===== src/logic/mpf_pkg.sv =====
package mpf_pkg;

  // register offsets on the control port
  localparam logic [7:0] MPF_OFS_SOUT0 = 8'h39;
  localparam logic [7:0] MPF_OFS_MICA  = 8'h3c;
  localparam logic [7:0] MPF_OFS_MICB  = 8'h3d;

  // reset values
  localparam logic [7:0] MPF_RST_SOUT0 = 8'h10;
  localparam logic [7:0] MPF_RST_MICA  = 8'h00;
  localparam logic [7:0] MPF_RST_MICB  = 8'h00;

  // field layout
  localparam int         MPF_CODE_MSB  = 4;
  localparam int         MPF_CODE_W    = 5;

  // function codes
  localparam logic [4:0] MPF_C_PRIMARY = 5'h00;
  localparam logic [4:0] MPF_C_MADC0   = 5'h01;
  localparam logic [4:0] MPF_C_MADC1   = 5'h02;
  localparam logic [4:0] MPF_C_MADC2   = 5'h03;
  localparam logic [4:0] MPF_C_MADC3   = 5'h04;
  localparam logic [4:0] MPF_C_MADC01  = 5'h05;
  localparam logic [4:0] MPF_C_MADC23  = 5'h06;
  localparam logic [4:0] MPF_C_MADCALL = 5'h07;
  localparam logic [4:0] MPF_C_MDAC0   = 5'h08;
  localparam logic [4:0] MPF_C_MDAC1   = 5'h09;
  localparam logic [4:0] MPF_C_MDACALL = 5'h0a;
  localparam logic [4:0] MPF_C_BYPASS  = 5'h0f;
  localparam logic [4:0] MPF_C_VOLUP   = 5'h10;
  localparam logic [4:0] MPF_C_VOLDN   = 5'h11;

  // register write/read request on the control port
  typedef struct packed {
    logic       wr;
    logic       rd;
    logic [7:0] addr;
    logic [7:0] wdata;
  } mpf_req_t;

  // control levels decoded from one pin
  typedef struct packed {
    logic [3:0] adc_mute;
    logic [1:0] dac_mute;
    logic       bypass;
    logic       vol_up;
    logic       vol_dn;
  } mpf_ctl_t;

endpackage


===== src/logic/mpf_pin_select.sv =====
`timescale 1ns/1ps
`default_nettype none

module mpf_pin_select (
  // clock and reset
  input  wire logic              clk,
  input  wire logic              rst_n,
  // control port
  input  wire mpf_pkg::mpf_req_t req,
  output logic [7:0]             rdata,
  // multipurpose pin levels
  input  wire logic              serial_out0_multipurpose_pin_in,
  input  wire logic              mic_pair_a_multipurpose_pin_in,
  input  wire logic              mic_pair_b_multipurpose_pin_in,
  // serial output pin drive
  input  wire logic              serial_out0_data,
  output logic                   serial_out0_multipurpose_pin_out,
  output logic                   serial_out0_multipurpose_pin_oe,
  // microphone data
  output logic                   mic01_data,
  output logic                   mic23_data,
  output logic                   mic01_en,
  output logic                   mic23_en,
  // converter controls
  output logic [3:0]             adc_mute,
  output logic [1:0]             dac_mute,
  output logic                   bypass_en,
  output logic                   vol_up,
  output logic                   vol_dn
);
  import mpf_pkg::*;

  logic [7:0] serial_out0_pin_function_q;
  logic [7:0] mic_pair_a_pin_function_q;
  logic [7:0] mic_pair_b_pin_function_q;
  logic [4:0] serial_out0_pin_code;
  logic [4:0] mic_pair_a_pin_code;
  logic [4:0] mic_pair_b_pin_code;
  mpf_ctl_t   ctl_s;
  mpf_ctl_t   ctl_a;
  mpf_ctl_t   ctl_b;
  mpf_ctl_t   ctl_d;

  // function decode of one pin; reserved codes give nothing
  function automatic mpf_ctl_t mpf_decode(input logic [4:0] code, input logic lvl);
    mpf_ctl_t c;
    c = '0;
    unique case (code)
      MPF_C_MADC0:   c.adc_mute = {3'b000, lvl};
      MPF_C_MADC1:   c.adc_mute = {2'b00, lvl, 1'b0};
      MPF_C_MADC2:   c.adc_mute = {1'b0, lvl, 2'b00};
      MPF_C_MADC3:   c.adc_mute = {lvl, 3'b000};
      MPF_C_MADC01:  c.adc_mute = {2'b00, lvl, lvl};
      MPF_C_MADC23:  c.adc_mute = {lvl, lvl, 2'b00};
      MPF_C_MADCALL: c.adc_mute = {4{lvl}};
      MPF_C_MDAC0:   c.dac_mute = {1'b0, lvl};
      MPF_C_MDAC1:   c.dac_mute = {lvl, 1'b0};
      MPF_C_MDACALL: c.dac_mute = {2{lvl}};
      MPF_C_BYPASS:  c.bypass = lvl;
      MPF_C_VOLUP:   c.vol_up = lvl;
      MPF_C_VOLDN:   c.vol_dn = lvl;
      default:       c = '0;
    endcase
    return c;
  endfunction

  // selector registers
  always_ff @(posedge clk or negedge rst_n) begin
    if (!rst_n) begin
      serial_out0_pin_function_q <= MPF_RST_SOUT0;
      mic_pair_a_pin_function_q  <= MPF_RST_MICA;
      mic_pair_b_pin_function_q  <= MPF_RST_MICB;
    end else if (req.wr) begin
      if (req.addr == MPF_OFS_SOUT0) begin
        serial_out0_pin_function_q <= req.wdata;
      end
      if (req.addr == MPF_OFS_MICA) begin
        mic_pair_a_pin_function_q <= req.wdata;
      end
      if (req.addr == MPF_OFS_MICB) begin
        mic_pair_b_pin_function_q <= req.wdata;
      end
    end
  end

  // read data register, unmapped reads zero
  always_ff @(posedge clk or negedge rst_n) begin
    if (!rst_n) begin
      rdata <= 8'h00;
    end else if (req.rd) begin
      unique case (req.addr)
        MPF_OFS_SOUT0: rdata <= serial_out0_pin_function_q;
        MPF_OFS_MICA:  rdata <= mic_pair_a_pin_function_q;
        MPF_OFS_MICB:  rdata <= mic_pair_b_pin_function_q;
        default:       rdata <= 8'h00;
      endcase
    end
  end

  assign serial_out0_pin_code = serial_out0_pin_function_q[MPF_CODE_MSB:0];
  assign mic_pair_a_pin_code  = mic_pair_a_pin_function_q[MPF_CODE_MSB:0];
  assign mic_pair_b_pin_code  = mic_pair_b_pin_function_q[MPF_CODE_MSB:0];

  // level controls from all three pins, merged
  always_comb begin
    ctl_s = mpf_decode(serial_out0_pin_code, serial_out0_multipurpose_pin_in);
    ctl_a = mpf_decode(mic_pair_a_pin_code, mic_pair_a_multipurpose_pin_in);
    ctl_b = mpf_decode(mic_pair_b_pin_code, mic_pair_b_multipurpose_pin_in);
    ctl_d = ctl_s | ctl_a | ctl_b;
  end

  // registered converter control outputs
  always_ff @(posedge clk or negedge rst_n) begin
    if (!rst_n) begin
      adc_mute  <= 4'h0;
      dac_mute  <= 2'h0;
      bypass_en <= 1'b0;
      vol_up    <= 1'b0;
      vol_dn    <= 1'b0;
    end else begin
      adc_mute  <= ctl_d.adc_mute;
      dac_mute  <= ctl_d.dac_mute;
      bypass_en <= ctl_d.bypass;
      vol_up    <= ctl_d.vol_up;
      vol_dn    <= ctl_d.vol_dn;
    end
  end

  // primary pin functions
  always_ff @(posedge clk or negedge rst_n) begin
    if (!rst_n) begin
      serial_out0_multipurpose_pin_out <= 1'b0;
      serial_out0_multipurpose_pin_oe  <= 1'b0;
      mic01_data                       <= 1'b0;
      mic23_data                       <= 1'b0;
      mic01_en                         <= 1'b0;
      mic23_en                         <= 1'b0;
    end else begin
      serial_out0_multipurpose_pin_oe  <= (serial_out0_pin_code == MPF_C_PRIMARY);
      serial_out0_multipurpose_pin_out <= (serial_out0_pin_code == MPF_C_PRIMARY)
                                          & serial_out0_data;
      mic01_en   <= (mic_pair_a_pin_code == MPF_C_PRIMARY);
      mic01_data <= (mic_pair_a_pin_code == MPF_C_PRIMARY) & mic_pair_a_multipurpose_pin_in;
      mic23_en   <= (mic_pair_b_pin_code == MPF_C_PRIMARY);
      mic23_data <= (mic_pair_b_pin_code == MPF_C_PRIMARY) & mic_pair_b_multipurpose_pin_in;
    end
  end

  property p_sout_oe;
    @(posedge clk) disable iff (!rst_n)
      ##1 serial_out0_multipurpose_pin_oe == ($past(serial_out0_pin_code) == 5'h00);
  endproperty
  a_sout_oe: assert property (p_sout_oe) else $error("serial pin enable wrong");

  property p_mic01;
    @(posedge clk) disable iff (!rst_n)
      (mic_pair_a_pin_code == 5'h00)
      |=> mic01_en && (mic01_data == $past(mic_pair_a_multipurpose_pin_in));
  endproperty
  a_mic01: assert property (p_mic01) else $error("mic pair a not routed");

  property p_mic23;
    @(posedge clk) disable iff (!rst_n)
      (mic_pair_b_pin_code == 5'h00)
      |=> mic23_en && (mic23_data == $past(mic_pair_b_multipurpose_pin_in));
  endproperty
  a_mic23: assert property (p_mic23) else $error("mic pair b not routed");

  property p_mute_all;
    @(posedge clk) disable iff (!rst_n)
      (serial_out0_pin_code == 5'h07 && serial_out0_multipurpose_pin_in) |=> adc_mute == 4'hf;
  endproperty
  a_mute_all: assert property (p_mute_all) else $error("mute all missed");

  property p_dac_only;
    @(posedge clk) disable iff (!rst_n)
      (ctl_d.adc_mute == 4'h0 && mic_pair_a_pin_code == 5'h0a && mic_pair_a_multipurpose_pin_in)
      |=> dac_mute == 2'h3 && adc_mute == 4'h0;
  endproperty
  a_dac_only: assert property (p_dac_only) else $error("dac mute wrong");

  property p_bypass;
    @(posedge clk) disable iff (!rst_n)
      (mic_pair_b_pin_code == 5'h0f && mic_pair_b_multipurpose_pin_in) |=> bypass_en;
  endproperty
  a_bypass: assert property (p_bypass) else $error("bypass not enabled");

  property p_vol;
    @(posedge clk) disable iff (!rst_n)
      (serial_out0_pin_code == 5'h10 && serial_out0_multipurpose_pin_in) |=> vol_up;
  endproperty
  a_vol: assert property (p_vol) else $error("volume up missed");

  property p_reserved;
    @(posedge clk) disable iff (!rst_n)
      (serial_out0_pin_code == 5'h0c && mic_pair_a_pin_code == 5'h12 && mic_pair_b_pin_code == 5'h1f)
      |=> adc_mute == 4'h0 && dac_mute == 2'h0 && !bypass_en && !vol_up && !vol_dn;
  endproperty
  a_reserved: assert property (p_reserved) else $error("reserved code acted");

  property p_level;
    @(posedge clk) disable iff (!rst_n)
      (mic_pair_a_pin_code == 5'h11 && $stable(mic_pair_a_pin_code)
       && $past(serial_out0_pin_code) != 5'h11 && $past(mic_pair_b_pin_code) != 5'h11)
      |-> vol_dn == $past(mic_pair_a_multipurpose_pin_in);
  endproperty
  a_level: assert property (p_level) else $error("level follow wrong");

  property p_rst_sout;
    @(posedge clk) disable iff (!rst_n)
      $rose(rst_n) |-> serial_out0_pin_function_q == MPF_RST_SOUT0;
  endproperty
  a_rst_sout: assert property (p_rst_sout) else $error("serial selector reset wrong");

  property p_rst_mica;
    @(posedge clk) disable iff (!rst_n)
      $rose(rst_n) |-> mic_pair_a_pin_function_q == MPF_RST_MICA;
  endproperty
  a_rst_mica: assert property (p_rst_mica) else $error("mic a selector reset wrong");

  property p_rst_micb;
    @(posedge clk) disable iff (!rst_n)
      $rose(rst_n) |-> mic_pair_b_pin_function_q == MPF_RST_MICB;
  endproperty
  a_rst_micb: assert property (p_rst_micb) else $error("mic b selector reset wrong");

  property p_sout_off;
    @(posedge clk) disable iff (!rst_n)
      (serial_out0_pin_code != 5'h00)
      |=> !serial_out0_multipurpose_pin_oe && !serial_out0_multipurpose_pin_out;
  endproperty
  a_sout_off: assert property (p_sout_off) else $error("serial pin driven off mode");

  property p_sout_data;
    @(posedge clk) disable iff (!rst_n)
      (serial_out0_pin_code == 5'h00)
      |=> serial_out0_multipurpose_pin_out == $past(serial_out0_data);
  endproperty
  a_sout_data: assert property (p_sout_data) else $error("serial data not on pin");

  property p_wr_sout;
    @(posedge clk) disable iff (!rst_n)
      (req.wr && req.addr == MPF_OFS_SOUT0)
      |=> serial_out0_pin_function_q == $past(req.wdata);
  endproperty
  a_wr_sout: assert property (p_wr_sout) else $error("serial selector write lost");

  property p_rd_sout;
    @(posedge clk) disable iff (!rst_n)
      (req.rd && req.addr == MPF_OFS_SOUT0) |=> rdata == $past(serial_out0_pin_function_q);
  endproperty
  a_rd_sout: assert property (p_rd_sout) else $error("serial selector read wrong");

  property p_mic01_off;
    @(posedge clk) disable iff (!rst_n)
      (mic_pair_a_pin_code != 5'h00) |=> !mic01_en && !mic01_data;
  endproperty
  a_mic01_off: assert property (p_mic01_off) else $error("mic pair a routed off mode");

  property p_mic23_off;
    @(posedge clk) disable iff (!rst_n)
      (mic_pair_b_pin_code != 5'h00) |=> !mic23_en && !mic23_data;
  endproperty
  a_mic23_off: assert property (p_mic23_off) else $error("mic pair b routed off mode");

  property p_adc2;
    @(posedge clk) disable iff (!rst_n)
      (mic_pair_b_pin_code == 5'h03 && mic_pair_b_multipurpose_pin_in) |=> adc_mute[2];
  endproperty
  a_adc2: assert property (p_adc2) else $error("adc 2 mute missed");

  property p_adc23;
    @(posedge clk) disable iff (!rst_n)
      (mic_pair_a_pin_code == 5'h06 && mic_pair_a_multipurpose_pin_in)
      |=> adc_mute[3:2] == 2'b11;
  endproperty
  a_adc23: assert property (p_adc23) else $error("adc 2 and 3 mute missed");

  property p_dac0;
    @(posedge clk) disable iff (!rst_n)
      (serial_out0_pin_code == 5'h08 && serial_out0_multipurpose_pin_in) |=> dac_mute[0];
  endproperty
  a_dac0: assert property (p_dac0) else $error("dac 0 mute missed");

  property p_vol_dn;
    @(posedge clk) disable iff (!rst_n)
      (mic_pair_b_pin_code == 5'h11 && mic_pair_b_multipurpose_pin_in) |=> vol_dn;
  endproperty
  a_vol_dn: assert property (p_vol_dn) else $error("volume down missed");

  property p_quiet;
    @(posedge clk) disable iff (!rst_n)
      (!serial_out0_multipurpose_pin_in && !mic_pair_a_multipurpose_pin_in
       && !mic_pair_b_multipurpose_pin_in)
      |=> adc_mute == 4'h0 && dac_mute == 2'h0 && !bypass_en && !vol_up && !vol_dn;
  endproperty
  a_quiet: assert property (p_quiet) else $error("control acted on low pins");

endmodule // mpf_pin_select

`default_nettype wire


===== config.mk =====
export PLATFORM = sky130hd
export DESIGN_NAME = mpf_pin_select
export DESIGN_NICKNAME = d
export VERILOG_FILES = /design/src/logic/mpf_pkg.sv /design/src/logic/mpf_pin_select.sv
export SDC_FILE = /design/constraint.sdc
export NUM_CORES = 1
export LEC_CHECK = 0
export BUFFER_PORTS_ARGS = -buffer_cell sky130_fd_sc_hd__buf_2
export CORE_MARGIN = 2
export CORE_UTILIZATION = 58
export CTS_CLUSTER_DIAMETER = 120
export DETAILED_ROUTE_END_ITERATION = 10
export HOLD_SLACK_MARGIN = 0.1
export PLACE_DENSITY = 0.85
export SYNTH_ARGS = -nofsm -noshare
export SYNTH_HDL_FRONTEND = slang
export SYNTH_SLANG_ARGS = --single-unit

===== constraint.sdc =====
create_clock -name clk -period 3.8 [get_ports clk]
set_clock_uncertainty 0.05 [all_clocks]
set_input_delay 0.76 -clock clk [delete_from_list [all_inputs] [get_ports clk]]
set_output_delay 0.76 -clock clk [all_outputs]
set_load 0.01 [all_outputs]

**After elaboration in Yosys (flattened, before gate mapping)**

Index checks and enable logic that the tools add are counted.
W data, S select, Z words.

- Input port bits: 24
- Logic and storage cells: 84
- Output and inout port bits: 23
- Register bits: 47

- Muxes and demuxes: 16
- Bitwise gates (word level): 5
- Equal/unequal tests: 42
- Reductions and logical operators: 6

Operators with widths:

| operator | count |
|---|---|
| $pmux W4 S7 | 3 |
| $eq A5 B3 Y1 const B | 12 |
| $eq A5 B4 Y1 const B | 12 |
| $eq A5 B2 Y1 const B | 6 |
| $eq A5 B5 Y1 const B | 6 |
| $eq A8 B6 Y1 const B | 3 |
| $pmux W8 S3 | 1 |
| $or A9 B9 Y9 | 2 |
| $pmux W2 S3 | 3 |
| $eq A5 B1 Y1 const B | 3 |
| $logic_not A5 Y1 | 3 |
| $mux W1 | 9 |
| $reduce_and A2 Y1 | 3 |
| $and A1 B1 Y1 | 3 |

**Depth between registers and ports, before layout**

- Depth in word-level cells: 4
- Depth in mapped cells: 5
- Gate-level depth less buffers: 4

**Least setup slack after synthesis**

No wires, ideal clock.

- Path type: input port to flip-flop
- From: input port req[9] (netlist bit)
- To: register mic_pair_a_pin_function_q[0]
- Arrival time: 2.011 ns
- Path slack: 1.614 ns
- Buffers on the path: 0
- Setup time: 0.125 ns
- Stages: 3
- Data required time: 3.625 ns
- Cell sequence: or4_4 > nor3b_4 > mux2_2

- Longest elaborated chain between the ends: 2

RTL lines:

| element | RTL line | text |
|---|---|---|
| start: declaration | mpf_pin_select.sv:9 | `input wire mpf_pkg::mpf_req_t req,` |
| $eq A8 B6 Y1 | mpf_pin_select.sv:77 | `if (req.addr == MPF_OFS_MICA) begin` |
| $reduce_and A2 Y1 (no line) | - |  |
| end signal: assignment | mpf_pin_select.sv:78 | `mic_pair_a_pin_function_q <= req.wdata;` |
| end: declaration | mpf_pin_select.sv:34 | `logic [7:0] mic_pair_a_pin_function_q;` |

Every way passes these cells.
A chain may end at the register's enable or synchronous reset.

**Worst setup path in the final report**

- From: input port req[9] (netlist bit)
- To: register mic_pair_a_pin_function_q[7]

The elaborated chain is that of the path after synthesis.

==> results.toml <==
[cells_and_area]
n_antenna_cell = 0
final.fill_count = 276
final_cell_mix = "46 x dfrtp_1, 46 x buf_2, 31 x mux2_2, 13 x nand3_1, 11 x inv_1"
final_util = 0.710
drive_gt1_frac = 0.371
final_nets = 263
areaGrowthSynthToFinish_pct = 17.4

[clock_network]
numCtsBuffers = 5
cts_max_level = 2
cts-resized-gates = 0
clock_latency_ns = 0.30
cts.sinks = 47
ctsLongestPathBuffers = 2
cts-root-buf = "clkbuf_8"
clk_pin_slew_ns = 0.08
cts_setup_buffers = 0
cts_hold_buf = 0
cts_tree = "built"

[sta]
setup_violations = 0
whs_ns = 0.459
timing.final.crit_period_ns = 2.10
tightestPinTransition_ns = 0.996
max_slew_margin = 0.336
rsz0062_at_grt = "no"
setup_slack_ns = 1.70
final_hold_viol_count = 0
finalCritPeriodShare = 0.552
setup_tns_ns = 0
fmax_mhz = 477
slew_violations = 0

[floorplan]
die_area_sq_um = 4330
die_w_microns = 65.8
start_util = 0.605
chipHeight_microns = 65.8
core_area_sq_um = 3660
rows = 22
io_pins = 47

[global_route]
overflow = 0
grt_pass1_vias = 1702
grt_max_degree = 48
grt_usage = 0.249
antenna_found_initial = 0
grt_pass1_wl_microns = 8090

[critical_path]
worst-path-max-fanout = 8
cp.required_ns = 3.94
cp_data_arrival_time_ns = 2.23
start_kind = "primary input"
setup.worst_path.end_class = "register"
crit_type = "in -> reg"

[placement]
port_buffers = 46
post-place-ws_ns = 1.39
place.gp.congestion = 0.869
dpl.hpwl_microns = 3370

[logic_synthesis]
async_reset_ff_frac = 1.00
synth_warnings = 0
synth_edf_count = 0
synth_nets = 220
yosysSeqAreaShare = 0.532
syn_area_sq_um = 2210
avgSynthCellArea_sq_um = 11.3
ys_ff_latch = 47
synthFlopType = "dfrtp_1"
syn_inst = 196
synth_cell_types = 35

[pwr]
power.switching_w = 0.000249
peakVddDrop_v = 0.000259
power.static_leakage_nw = 1.23
p_clk_frac = 0.393
powerDensity_nw_per_um2 = 418
p_int_w = 0.000839
p_seq_frac = 0.503
combPwrFrac = 0.104
p_total_w = 0.00109
p_sw_frac = 0.229

[drt]
post_drt_via_cell_ratio = 5.82
drt_iter0_drc = 125
wl_per_cell_microns = 16.1
postRouteAntennaNets = 0
drt_pass1_iterations = 4
wirelength_microns = 4650
route.detailed.drc = 0
num_vias = 1677

[status]
status = "finished clean"

[flow_run]
cap_violations = 0

[hold_path]
hold_class = "reg -> reg"
metal layers:
| layer | vias to the layer above | track usage | wire length, microns |
|---|---|---|---|
| li1 | 809 | - | - |
| met1 | 817 | 0.327 | 1960 |
| met2 | 45 | 0.414 | 2410 |
| met3 | 6 | 0.0613 | 229 |
| met4 | 0 | 0.0651 | 51 |
| met5 | - | 0 | 0 |
state kept, by name, summed over array words and instances (netlist names):
name,flops
adc_mute,4
rdata,8
mic_pair_b_pin_function_q,8
serial_out0_multipurpose_pin_oe,1
bypass_en,1
mic01_en,1
serial_out0_multipurpose_pin_out,1
mic23_en,1
mic23_data,1
mic01_data,1
mic_pair_a_pin_function_q,8
vol_dn,1
serial_out0_pin_function_q,8
vol_up,1
dac_mute,2
power groups by stage:
stage,combinational (W),sequential [W],clock (W)
final,0.000114,0.000547,0.000427
after floorplan,0.0000610,0.000556,0
after global routing,0.000128,0.000552,0.000459
after detailed placement,0.000115,0.000557,0
after global placement,0.000112,0.000556,0
after CTS,0.000115,0.000547,0.000436
synthesized netlist by cell type, types with 4 or more instances:
cell	instances	area, sq um
nand3_1	13	65.1
o22ai_1	8	50.1
mux2_2	31	349
and3_1	4	25.0
a22oi_1	8	60.1
nor2_1	8	30.0
clkbuf_1	8	30.0
inv_1	11	41.3
dfrtp_1	46	1150
nand4_1	6	37.5
nand2_1	9	33.8
final cells by class:
cell class | count | area [sq um] | area share
Inverter | 11 | 41.3 | 0.0159
Timing Repair Buffer | 46 | 230 | 0.0885
Tap cell | 48 | 60.1 | 0.0231
Clock buffer | 6 | 72.6 | 0.0279
Clock inverter | 2 | 60.1 | 0.0231
Sequential cell | 47 | 1180 | 0.453
Multi-Input combinational cell | 128 | 958 | 0.369
through the flow:
step           area (sq um)  std cells
2_1_floorplan          2210        196
5_1_grt                2600        288
4_1_cts                2600        288
3_5_place_dp           2470        280
6_report               2600        288
3_3_place_gp           2470        280
critical path: stages:
cell and delay (ns):
buf_2 0.11, or4_4 0.56, nor3b_4 0.41, mux2_2 0.39
cell families (layout without fill, tap and decap cells):
family / count (synthesis) / after routing / synth area share
compound gates: 30 / 30 / 0.0949
simple gates: 65 / 65 / 0.172
mux: 31 / 31 / 0.158
buf+inv: 21 / 65 / 0.0356
xor+xnor: 2 / 2 / 0.00791
flops: 47 / 47 / 0.532
final timing paths:
| path | start | slack, ns | end | depth (start not counted) |
|---|---|---|---|---|
| min in group asynchronous | rst_n | 0.57 | bypass_en | 1 |
| setup reg to reg | mic_pair_a_pin_function_q[2] | 2.05 | vol_up | 4 |
| setup / recovery | req[9] | 1.70 | mic_pair_a_pin_function_q[7] | 4 |
| hold reg to reg | mic_pair_b_pin_function_q[6] | 0.46 | mic_pair_b_pin_function_q[6] | 1 |
| max in group asynchronous | rst_n | 2.52 | mic_pair_b_pin_function_q[4] | 1 |
| hold / removal | mic_pair_b_pin_function_q[6] | 0.46 | mic_pair_b_pin_function_q[6] | 1 |
No activity file was read; power rests on OpenSTA's default activity.
